--- config.mk ---
export PLATFORM = sky130hd
export DESIGN_NAME = scs_clock_select
export DESIGN_NICKNAME = d
export VERILOG_FILES = /design/src/design/scs_pkg.sv /design/src/design/scs_clock_select.sv /design/src/design/scs_sw_gen.sv
export SDC_FILE = /design/constraint.sdc
export NUM_CORES = 1
export LEC_CHECK = 0
export BUFFER_PORTS_ARGS = -buffer_cell sky130_fd_sc_hd__buf_2
export CORE_UTILIZATION = 30
export CTS_CLUSTER_SIZE = 8
export DETAILED_ROUTE_END_ITERATION = 12
export GPL_TIMING_DRIVEN = 0
export PLACE_DENSITY = 0.47
export SYNTH_ARGS = -nofsm -noshare
export SYNTH_HDL_FRONTEND = slang
export SYNTH_HIERARCHICAL = 1
export SYNTH_SLANG_ARGS = --single-unit
--- constraint.sdc ---
create_clock -name clock -period 88.1 [get_ports clock]
set_input_delay 17.62 -clock clock [delete_from_list [all_inputs] [get_ports clock]]
set_output_delay 17.62 -clock clock [all_outputs]
set_load 0.01 [all_outputs]
--- src/design/scs_pkg.sv ---
package scs_pkg;

  // pad sensing of three-level straps, plus a fitted resistor
  typedef enum logic [1:0] {
    LVL_LOW  = 2'h0,
    LVL_OPEN = 2'h1,
    LVL_HIGH = 2'h2,
    LVL_RES  = 2'h3
  } scs_lvl_e;

  typedef enum logic [2:0] {
    ST_BOOT    = 3'h0,
    ST_WAIT_EN = 3'h1,
    ST_DETECT  = 3'h2,
    ST_RUN_INT = 3'h3,
    ST_RUN_EXT = 3'h4
  } scs_fsm_e;

  typedef enum logic [2:0] {
    SRC_IDLE   = 3'h0,
    SRC_PRESET = 3'h1,
    SRC_HOST   = 3'h2,
    SRC_EXT    = 3'h3,
    SRC_HOLD   = 3'h4
  } scs_src_e;

  typedef struct packed {
    scs_src_e   src;
    logic [5:0] divisor;
  } scs_status_s;

  localparam int unsigned CLK_MHZ        = 50;
  localparam int unsigned REF_KHZ        = 8000;
  // 50 MHz * 4 / 25 = 8 MHz reference enable
  localparam logic [4:0]  ACC_STEP       = 5'h04;
  localparam logic [4:0]  ACC_MOD        = 5'h19;
  localparam int unsigned DIV_MIN        = 6;
  localparam int unsigned DIV_MAX        = 40;
  localparam logic [5:0]  DIV_STRAP_LOW  = 6'h28;
  localparam logic [5:0]  DIV_STRAP_OPEN = 6'h14;
  localparam logic [5:0]  DIV_STRAP_HIGH = 6'h08;
  localparam logic [5:0]  DIV_SYNC_OUT   = 6'h14;
  localparam logic [5:0]  GAP_SAT        = 6'h3F;
  localparam logic [1:0]  BOOT_WAIT      = 2'h3;
  localparam logic [4:0]  RES_ENTRIES    = 5'h13;
  localparam logic [5:0]  RES_DIV [19] = '{
    6'h28, 6'h24, 6'h21, 6'h1E, 6'h1B, 6'h19, 6'h16, 6'h14, 6'h13, 6'h11,
    6'h0F, 6'h0E, 6'h0D, 6'h0B, 6'h0A, 6'h09, 6'h08, 6'h07, 6'h06};
  localparam int unsigned DETECT_TIME_NS = 12000;
  localparam int unsigned DETECT_CYC     = (DETECT_TIME_NS * CLK_MHZ) / 1000;
  localparam int unsigned LOSS_TIME_NS   = 10000;
  localparam int unsigned LOSS_CYC       = (LOSS_TIME_NS * CLK_MHZ) / 1000;
  localparam logic [9:0]  DETECT_LAST    = 10'(DETECT_CYC - 1);
  localparam logic [9:0]  LOSS_LAST      = 10'(LOSS_CYC - 1);

  function automatic logic [5:0] clamp_div(input logic [5:0] n);
    if (n < 6'(DIV_MIN)) return 6'(DIV_MIN);
    if (n > 6'(DIV_MAX)) return 6'(DIV_MAX);
    return n;
  endfunction : clamp_div

  function automatic logic [10:0] div_to_khz(input logic [5:0] n);
    int unsigned d;
    d = 32'(clamp_div(n));
    return 11'(REF_KHZ / d);
  endfunction : div_to_khz

  // nearest achievable 8 MHz / N to a request, measured in frequency
  function automatic logic [5:0] nearest_div(input logic [10:0] khz);
    int unsigned f;
    int unsigned fk;
    int unsigned err;
    int unsigned best_err;
    logic [5:0]  best;
    f        = 32'(khz);
    best_err = 32'hFFFF_FFFF;
    best     = 6'(DIV_MIN);
    for (int unsigned k = DIV_MIN; k <= DIV_MAX; k++) begin
      fk  = REF_KHZ / k;
      err = (fk > f) ? fk - f : f - fk;
      if (err < best_err) begin
        best_err = err;
        best     = 6'(k);
      end
    end
    return best;
  endfunction : nearest_div

endpackage : scs_pkg

--- src/design/scs_clock_select.sv ---
`timescale 1ns/1ps
// Function
// - auto-detect looks for a sync clock after each enable assertion
// - a found sync clock locks switching edges to its rising edges
// - no clock found in auto-detect mode: strap low 200 kHz, open 400 kHz, high 1 MHz
// - sync strap is read only at start-up, held until the next reset
// - a resistor on the sync pin maps through a fixed table
// - host may request 200 kHz to 1.33 MHz
// - programmed rates are 8 MHz divided by N, N from 6 to 40
// - inexact requests take the nearest achievable rate
// - reported frequency is the quantised operating rate
// - mode strap: low input, open auto-detect, high 400 kHz output
// - lost sync clock falls back to internal near last rate
module scs_clock_select
  import scs_pkg::*;
(
  input  wire logic        clock,
  input  wire logic        resetn,
  input  wire logic        enable,
  input  wire logic [1:0]  mode_strap,
  input  wire logic [1:0]  sync_strap,
  input  wire logic [4:0]  sync_res_index,
  input  wire logic        sync_in,
  input  wire logic        host_freq_wr,
  input  wire logic [10:0] host_freq_khz,
  output logic             sync_out,
  output logic             sync_oe,
  output logic             switching_clock,
  output logic [10:0]      switching_frequency_khz,
  output scs_status_s      status
);

  typedef struct packed {
    logic        en_meta;
    logic        en_q;
    logic        en_d;
    logic        sync_meta;
    logic        sync_q;
    logic        sync_d;
    logic [1:0]  mode_meta;
    logic [1:0]  mode_q;
    logic [1:0]  sstrap_meta;
    logic [1:0]  sstrap_q;
    logic [4:0]  res_meta;
    logic [4:0]  res_q;
    logic [1:0]  boot_cnt;
    scs_fsm_e    fsm;
    scs_lvl_e    cfg_mode;
    logic [5:0]  strap_div;
    logic [5:0]  host_div;
    logic        host_set;
    logic [5:0]  run_div;
    logic        run;
    logic        align;
    logic [1:0]  edges;
    logic [5:0]  gap;
    logic [5:0]  last_gap;
    logic [9:0]  tmr;
    logic        sync_out;
    logic        sync_oe;
    logic        sw_clk;
    logic [10:0] freq_khz;
    scs_status_s status;
  } scs_state_s;

  scs_state_s s;
  scs_state_s next_s;
  logic       ref_tick;
  logic       sw_level;
  logic       en_rise;
  logic       sync_rise;

  assign en_rise   = s.en_q && !s.en_d;
  assign sync_rise = s.sync_q && !s.sync_d;

  scs_sw_gen u_gen (
    .clock    (clock),
    .resetn   (resetn),
    .run      (s.run),
    .divisor  (s.run_div),
    .align    (s.align),
    .ref_tick (ref_tick),
    .sw_level (sw_level)
  );

  ////////////////////////////////////////////////////////////////////////////////
  always_comb begin
    next_s             = s;
    next_s.en_meta     = enable;
    next_s.en_q        = s.en_meta;
    next_s.en_d        = s.en_q;
    next_s.sync_meta   = sync_in;
    next_s.sync_q      = s.sync_meta;
    next_s.sync_d      = s.sync_q;
    next_s.mode_meta   = mode_strap;
    next_s.mode_q      = s.mode_meta;
    next_s.sstrap_meta = sync_strap;
    next_s.sstrap_q    = s.sstrap_meta;
    next_s.res_meta    = sync_res_index;
    next_s.res_q       = s.res_meta;
    next_s.align       = 1'b0;
    // gap is counted in reference ticks so it doubles as a divisor
    if (ref_tick && s.gap != GAP_SAT) begin
      next_s.gap = s.gap + 6'h01;
    end
    if (host_freq_wr) begin
      next_s.host_div = nearest_div(host_freq_khz);
      next_s.host_set = 1'b1;
    end
    unique case (s.fsm)
      ST_BOOT: begin
        next_s.boot_cnt = s.boot_cnt + 2'h1;
        // straps are taken once, after the synchronisers have filled
        if (s.boot_cnt == BOOT_WAIT) begin
          next_s.fsm      = ST_WAIT_EN;
          next_s.cfg_mode = scs_lvl_e'(s.mode_q);
          unique case (scs_lvl_e'(s.sstrap_q))
            LVL_LOW:  next_s.strap_div = DIV_STRAP_LOW;
            LVL_OPEN: next_s.strap_div = DIV_STRAP_OPEN;
            LVL_HIGH: next_s.strap_div = DIV_STRAP_HIGH;
            LVL_RES:  next_s.strap_div = (s.res_q < RES_ENTRIES) ?
                                         RES_DIV[s.res_q] : DIV_STRAP_OPEN;
          endcase
        end
      end
      ST_WAIT_EN: begin
        if (en_rise) begin
          if (s.cfg_mode == LVL_HIGH) begin
            // sync output mode never listens to the pin
            next_s.fsm        = ST_RUN_INT;
            next_s.run_div    = host_freq_wr ? nearest_div(host_freq_khz) :
                                s.host_set ? s.host_div : DIV_SYNC_OUT;
            next_s.status.src = (host_freq_wr || s.host_set) ? SRC_HOST : SRC_PRESET;
          end else begin
            next_s.fsm   = ST_DETECT;
            next_s.tmr   = 10'h000;
            next_s.edges = 2'h0;
            next_s.gap   = 6'h00;
          end
        end
      end
      ST_DETECT: begin
        next_s.tmr = s.tmr + 10'h001;
        if (sync_rise) begin
          if (s.edges != 2'h0) begin
            next_s.last_gap = s.gap;
          end
          if (s.edges != 2'h3) begin
            next_s.edges = s.edges + 2'h1;
          end
          next_s.gap = 6'h00;
        end
        if (s.tmr == DETECT_LAST) begin
          next_s.tmr = 10'h000;
          if (s.edges >= 2'h2) begin
            next_s.fsm        = ST_RUN_EXT;
            next_s.run_div    = clamp_div(s.last_gap);
            next_s.status.src = SRC_EXT;
          end else begin
            next_s.fsm = ST_RUN_INT;
            if (host_freq_wr || s.host_set) begin
              next_s.run_div    = host_freq_wr ? nearest_div(host_freq_khz) : s.host_div;
              next_s.status.src = SRC_HOST;
            end else begin
              // input mode has no strap table; it runs the 400 kHz preset
              next_s.run_div    = (s.cfg_mode == LVL_OPEN) ? s.strap_div :
                                  DIV_SYNC_OUT;
              next_s.status.src = SRC_PRESET;
            end
          end
        end
      end
      ST_RUN_EXT: begin
        next_s.tmr = s.tmr + 10'h001;
        if (sync_rise) begin
          next_s.tmr      = 10'h000;
          next_s.last_gap = s.gap;
          next_s.gap      = 6'h00;
          next_s.run_div  = clamp_div(s.gap);
          next_s.align    = 1'b1;
        end else if (s.tmr == LOSS_LAST) begin
          // holdover keeps the last measured period, not the preset
          next_s.fsm        = ST_RUN_INT;
          next_s.run_div    = clamp_div(s.last_gap);
          next_s.status.src = SRC_HOLD;
        end
      end
      ST_RUN_INT: begin
        if (host_freq_wr) begin
          next_s.run_div    = nearest_div(host_freq_khz);
          next_s.status.src = SRC_HOST;
        end
      end
      default: begin
        next_s.fsm = ST_WAIT_EN;
      end
    endcase
    if (!s.en_q && s.fsm != ST_BOOT) begin
      next_s.fsm        = ST_WAIT_EN;
      next_s.status.src = SRC_IDLE;
    end
    next_s.run            = (next_s.fsm == ST_RUN_INT) || (next_s.fsm == ST_RUN_EXT);
    next_s.sw_clk         = sw_level;
    next_s.sync_oe        = (s.cfg_mode == LVL_HIGH) && s.run;
    next_s.sync_out       = (s.cfg_mode == LVL_HIGH) && sw_level;
    next_s.freq_khz       = s.run ? div_to_khz(s.run_div) : 11'h000;
    next_s.status.divisor = s.run_div;
  end

  always_ff @(posedge clock or negedge resetn) begin
    if (!resetn) begin
      s          <= '0;
      s.fsm      <= ST_BOOT;
      s.cfg_mode <= LVL_OPEN;
      s.run_div  <= DIV_SYNC_OUT;
    end else begin
      s <= next_s;
    end
  end

  assign sync_out                = s.sync_out;
  assign sync_oe                 = s.sync_oe;
  assign switching_clock         = s.sw_clk;
  assign switching_frequency_khz = s.freq_khz;
  assign status                  = s.status;
endmodule : scs_clock_select

--- src/design/scs_sw_gen.sv ---
`timescale 1ns/1ps
module scs_sw_gen
  import scs_pkg::*;
(
  input  wire logic       clock,
  input  wire logic       resetn,
  input  wire logic       run,
  input  wire logic [5:0] divisor,
  input  wire logic       align,
  output logic            ref_tick,
  output logic            sw_level
);

  typedef struct packed {
    logic [4:0] acc;
    logic [5:0] cnt;
    logic       tick;
    logic       level;
  } scs_gen_s;

  scs_gen_s s;
  scs_gen_s next_s;
  logic [5:0] div_c;

  always_comb begin
    next_s = s;
    div_c  = clamp_div(divisor);
    if (s.acc + ACC_STEP >= ACC_MOD) begin
      next_s.acc  = s.acc + ACC_STEP - ACC_MOD;
      next_s.tick = 1'b1;
    end else begin
      next_s.acc  = s.acc + ACC_STEP;
      next_s.tick = 1'b0;
    end
    // restart of the count puts the switching edge on the sync edge
    if (!run || align) begin
      next_s.cnt = 6'h00;
    end else if (s.tick) begin
      next_s.cnt = (s.cnt >= div_c - 6'h01) ? 6'h00 : s.cnt + 6'h01;
    end
    next_s.level = run && (next_s.cnt < {1'b0, div_c[5:1]});
  end

  always_ff @(posedge clock or negedge resetn) begin
    if (!resetn) begin
      s <= '0;
    end else begin
      s <= next_s;
    end
  end

  assign ref_tick = s.tick;
  assign sw_level = s.level;

endmodule : scs_sw_gen

==> Yosys cells after proc, flatten, opt, wreduce, memory -nomap -nowiden <==
Memory sizes are Yosys's and may differ from the RTL's.
Cells that the tools add are included.
{ "word_totals": {"reg_bits": 112, "rom_bits": 192, "input_bits": 25, "output_inout_bits": 23, "elab_cells": 1102, "mem_count": 1} }
{ "op_classes": {"addsub": 78, "n_div": 1, "order_cmp": 184, "eq_ne": 32, "muxes": 741, "n_bitwise": 1, "reduce_logical": 29} }
{ "memory_table": {"columns": ["name", "words", "width", "read_ports", "rd_ports_with_merged_regs", "write_ports", "line_no", "rtl"], "rows": [
  ["(no name shown)", 32, 6, 1, 0, 0, "scs_clock_select.sv:122", "RES_DIV[s.res_q] : DIV_STRAP_OPEN;"]
]} }
{ "op_table": {"columns": ["operator", "n"], "rows": [
  ["$mux 32", 507],
  ["$lt 32x32->1", 136],
  ["$mux 6", 166],
  ["$sub 11x9->12 const B", 16],
  ["$sub 9x11->12 const A", 16],
  ["$gt 9x11->1 const A", 16],
  ["$sub 11x8->12 const B", 9],
  ["$sub 8x11->12 const A", 9],
  ["$gt 8x11->1 const A", 9],
  ["$sub 10x11->12 const A", 8],
  ["$sub 11x10->12 const B", 8],
  ["$gt 10x11->1 const A", 8],
  ["$pmux 6 s4", 2],
  ["$mux 3", 13],
  ["$mux 1", 34],
  ["$div 13x6->32 const A", 1],
  ["$lt 32x32->1 const B", 1],
  ["$mux 10", 3],
  ["$pmux 10 s3", 1],
  ["$sub 11x11->12 const A", 2],
  ["$sub 11x11->12 const B", 2],
  ["$gt 11x11->1 const A", 2],
  ["$mux 11", 2],
  ["$mux 22", 1],
  ["other kinds (49)", 94]
]} }

==> Depth between registers and ports, before layout <==
{ "logic_depth": {"ltp_word": 213, "ltp_mapped": 406, "ltp_nobuf": 364} }

==> Hierarchy <==
The synthesis kept the hierarchy.
{ "by_module_without_submodules": {"columns": ["module", "n_inst", "cells_each", "area_per_inst_um2", "seq_area_each_um2"], "rows": [
  ["scs_clock_select", 1, 7342, 49822.8, 2481.1],
  ["scs_sw_gen", 1, 108, 1004.7, 325.3]
]} }

==> Least setup slack after synthesis <==
Ideal clock, no wire load.
{ "synth_path": {"path_type": "input port to flip-flop", "startpoint": "input host_freq_khz[7]", "endpoint": "register s, in the netlist next_s[4]", "setup_time_ps": 80, "t_arrival_ps": 87767, "t_required_ps": 88020, "slack_ps": 253, "path_stages": 372, "n_path_buf": 48, "path_cell_list": "clkbuf_1 inv_2 buf_1 clkbuf_1 clkbuf_1 ha_1 clkbuf_1 and2_1 o21ai_0 a21oi_1 nand2b_1 nand2_1 o21ai_0 xnor2_1 inv_1 ha_1 a21oi_1 nor2b_1 [336 not listed] o21ai_0 nor3_1 o21ai_0 clkbuf_1 nand2_1 o21ai_0 ha_1 a21o_1 a21o_1 a211oi_1 o211ai_1 a21oi_1 inv_1 a31oi_1 nor2_1 and2_1 a21o_1 o221a_2"} }
{ "synth_between": {"elab_chain_cells": 213, "elab_cells_between_ends": 754, "classes_between": "add/sub (70); order compare (138); mux (546)"} }
{ "synth_rtl": {"columns": ["element", "line_no", "rtl"], "rows": [
  ["start, declared", "scs_clock_select.sv:25", "input wire logic [10:0] host_freq_khz,"],
  ["$sub 11x11->12 or $gt 11x11->1 (tied branches)", "scs_pkg.sv:80", "err = (fk > f) ? fk - f : f - fk;"],
  ["$mux 32", "scs_pkg.sv:80", null],
  ["$lt 32x32->1", "scs_pkg.sv:81", "if (err < best_err) begin"],
  ["$mux 32", "scs_pkg.sv:81", null],
  ["$mux 32", "scs_clock_select.sv:161", "if (host_freq_wr || s.host_set) begin"],
  ["$mux 32", "scs_clock_select.sv:155", "if (s.edges >= 2'h2) begin"],
  ["$mux 32", "scs_clock_select.sv:153", "if (s.tmr == DETECT_LAST) begin"],
  ["$mux 32", "scs_clock_select.sv:110", "unique case (s.fsm)"],
  ["[197 not listed]", null, null],
  ["$mux 32", "scs_clock_select.sv:110", null],
  ["$lt 32x32->1", "scs_pkg.sv:81", null],
  ["$mux 6", "scs_pkg.sv:81", null],
  ["$mux 6", "scs_clock_select.sv:162", "next_s.run_div = host_freq_wr ? nearest_div(host_freq_khz) : s.host_div;"],
  ["$mux 6", "scs_clock_select.sv:161", null],
  ["$mux 6", "scs_clock_select.sv:155", null],
  ["$mux 6", "scs_clock_select.sv:153", null],
  ["$pmux 6 s4 (*)", "scs_clock_select.sv:110", null],
  ["end signal, assigned", "scs_clock_select.sv:217", "s <= next_s;"],
  ["end, declared", "scs_clock_select.sv:66", "scs_state_s s;"]
]} }
Mark *: on every way between the ends. The rest lies on a longest branch, timed or not. The select of a mux whose other input is x is not followed.
A chain may end at the register's enable or synchronous reset.

==> Final worst setup path <==
{ "layout_path": {"startpoint": "input host_freq_khz[8]", "endpoint": "register s, in the netlist next_s[5]"} }
Same word-level chain as after synthesis.

==> impl_metrics.py <==
metrics = {
    "floorplan": {
        "core_area_um2": 168000,
        "row_count": 150,
        "initial_utilization_pct": 30.3,
        "die_area_um2": 171000,
        "die_h_um": 414,
        "ioPinCount": 48,
        "die_w_um": 414,
    },
    "timing": {
        "slew_headroom_pct": -4.17,
        "worst_slew_pin_slew_ns": 1.55,
        "setup_tns_ns": 0,
        "worst_clock_skew_ns": 0.0418,
        "drv_slew": 10,
        "hold_viol": 0,
        "fmax_ghz": 0.0119,
        "period_share_pct": 95.6,
        "finalSetupViolations": 0,
        "period_needed_ns": 84.20,
    },
    "place": {
        "io_buffer_count": 45,
        "place_congestion": 1.02,
        "dp_hpwl_mm": 186,
    },
    "routing": {
        "drt_iter0_drc": 5630,
        "firstDrtPassIters": 7,
        "route.detailed.drc": 0,
        "viasPerCell": 5.98,
        "ant_nets": 0,
        "avgRoutedWirePerCell_um": 23.8,
        "routed_wl_mm": 233,
        "vias": 58527,
    },
    "logic_synthesis": {
        "ys_ff_latch": 112,
        "ys_top_cells_by_area": "ha_1 (14%), a21oi_1 (7.5%), xnor2_1 (7.3%), nor2_1 (5.7%), dfrtp_1 (5.4%)",
        "synth_common_cells": "nor2_1 (775), a21oi_1 (760), nand2_1 (674), ha_1 (580), o21ai_0 (512)",
        "ys_types": 143,
        "post-synth-top-area-cell": "ha_1",
        "syn_area_um2": 50800,
        "yosysMostFrequentCell": "nor2_1",
        "synth_top_area_share_pct": 14.3,
        "async_reset_ff_share_pct": 100,
        "syn_inst": 7450,
        "ys_seq_area_share_pct": 5.52,
        "synth-edff-count": 0,
        "syn_avg_cell_area_um2": 6.82,
        "ys.flop_type": "dfrtp_1",
        "yosys_warnings": 6,
    },
    "grt": {
        "antenna_found_initial": 4,
        "grt_usage_pct": 26.0,
        "grt_pass1_vias": 54261,
        "grt_pass1_wl_mm": 345,
        "grt-ovfl-total": 0,
        "grt_max_degree": 64,
    },
    "cts": {
        "h-tree-depth": 3,
        "clock-root-buffer": "clkbuf_16",
        "cts_sinks": 112,
        "cts_buffers": 9,
        "cts_buffer_depth": 2,
        "clk_latency_ns": 0.42,
        "cts_tree": "yes",
        "clk_transition_reported_paths_ns": 0.10,
        "cts-hold-fix-buffers": 0,
    },
    "cells_and_area": {
        "nFillCells": 18230,
        "syn2layout_area_growth_pct": 11.4,
        "drive_above_1_share_pct": 10.4,
        "finalNetCount": 8177,
        "multi_input_area_um2": 46500,
        "ff_latch_area_um2": 2810,
    },
    "critical_path": {
        "cp_num_buf_inv": 53,
        "cpPeakStageDelay_ns": 0.74,
        "cp-startpoint": "host_freq_khz[8]",
        "critPathSlowestCell": "nor2_2",
        "crit_type": "input pin to flop",
        "worstPathMaxFanout": 10,
        "end_kind": "flop",
        "required_ns": 88.35,
        "cpMostUsedCell": "ha_1",
        "critPathTopFamily": "compound AO/OA/AOI/OAI gates",
        "arrival_ns": 84.46,
        "r2r_start": "next_s[1]",
        "startpoint_type": "input pin",
    },
    "outcome": {
        "violations": "max-capacitance violations, max-slew violations",
        "status": "finished with violations",
    },
    "hold_path": {
        "hold_start": "next_s[78]",
        "worstHoldPathType": "flop to flop",
    },
    "flow_run": {
        "cap_viol_max_count": 2,
    },
}
## cell usage in the layout, fill, tap and decap left out, types with 72 or more instances in the layout
cell type / instances
a211oi_1: 77
a21o_1: 187
a21oi_1: 709
a31oi_1: 100
and3_1: 75
buf_2: 89
buf_4: 114
clkbuf_1: 173
dfrtp_1: 109
ha_1: 573
inv_1: 307
mux2_2: 94
mux2i_1: 184
nand2_1: 667
nand2b_1: 99
nand3_1: 164
nand4_1: 107
nor2_1: 764
nor2b_1: 72
nor3_1: 176
o211ai_1: 74
o21a_1: 108
o21ai_0: 464
o21ai_1: 72
or3_1: 84
xnor2_1: 422
xor2_1: 93
## final timing paths
check                      slack [ns]  depth (start not counted)                         end
max in group asynchronous       70.19                          2                   next_s[2]
setup / recovery                 3.90                        358                   next_s[5]
hold reg to reg                  0.35                          0                       s[78]
min in group asynchronous       17.17                          1                       s[25]
hold / removal                   0.35                          0                       s[78]
setup reg to reg                 7.70                        332  switching_frequency_khz[0]
## cells by family after synthesis
kind of cell             Yosys count  share of synthesized area, %
XOR/XNOR                         521                          9.01
flip-flops                       112                          5.52
adder cells (fa/ha/maj)          592                          14.5
other                              1                       0.00738
AO/OA/AOI/OAI                   2537                          32.7
buffers and inverters            696                          5.47
multiplexers                     302                          6.26
AND/OR/NAND/NOR                 2689                          26.6
## metrics by stage
stage | instance area, um2 | cells | util (%) | hold WS (ns) | setup WS (ns)
finish | 56600 | 9782 | 33.8 | 0.355 | 3.90
global route | 56600 | 9781 | 33.8 | 0.366 | -0.351
CTS | 55400 | 9738 | 33.0 | 0.358 | 0.0475
detailed placement | 54100 | 9710 | 32.3 | 0.336 | -20.54
global placement | 53800 | 9700 | 32.1 | 0.334 | -20.40
floorplan | 50800 | 7451 | - | 0.331 | 0.253
## metal layers
| metal | track usage, % | wire [um] | up-vias |
|---|---|---|---|
| met5 | 0 | 24 | - |
| met4 | 7.70 | 8210 | 4 |
| met3 | 2.92 | 15200 | 371 |
| met2 | 41.1 | 101000 | 2109 |
| met1 | 36.7 | 109000 | 28029 |
| li1 | - | - | 28014 |
## layout make-up
class	instances	area share, %
Antenna cell	1	0.00442
Buffer	351	3.32
Clock buffer	9	0.398
Clock inverter	7	0.161
Inverter	324	2.20
Multi-Input combinational cell	6643	82.2
Sequential cell	112	4.96
Tap cell	2204	4.87
Timing Repair Buffer	131	1.85
## flip-flops by register name, indices dropped and copies added (netlist names), 9 cells and up
name and cells:
status 9, u_gen/s 11, s 57, next_s 19, switching_frequency_khz 11
## what timing repair did
action | CTS | global route
cloned | 0 | 1
resized for setup | 267 | 275
setup buffers | 24 | 50
endpoints found under the setup margin | 12 | 12
pin swaps | 14 | 48
Power is not shown: default switching activity piles up to over one toggle a cycle in this logic, so the estimate is an artifact.
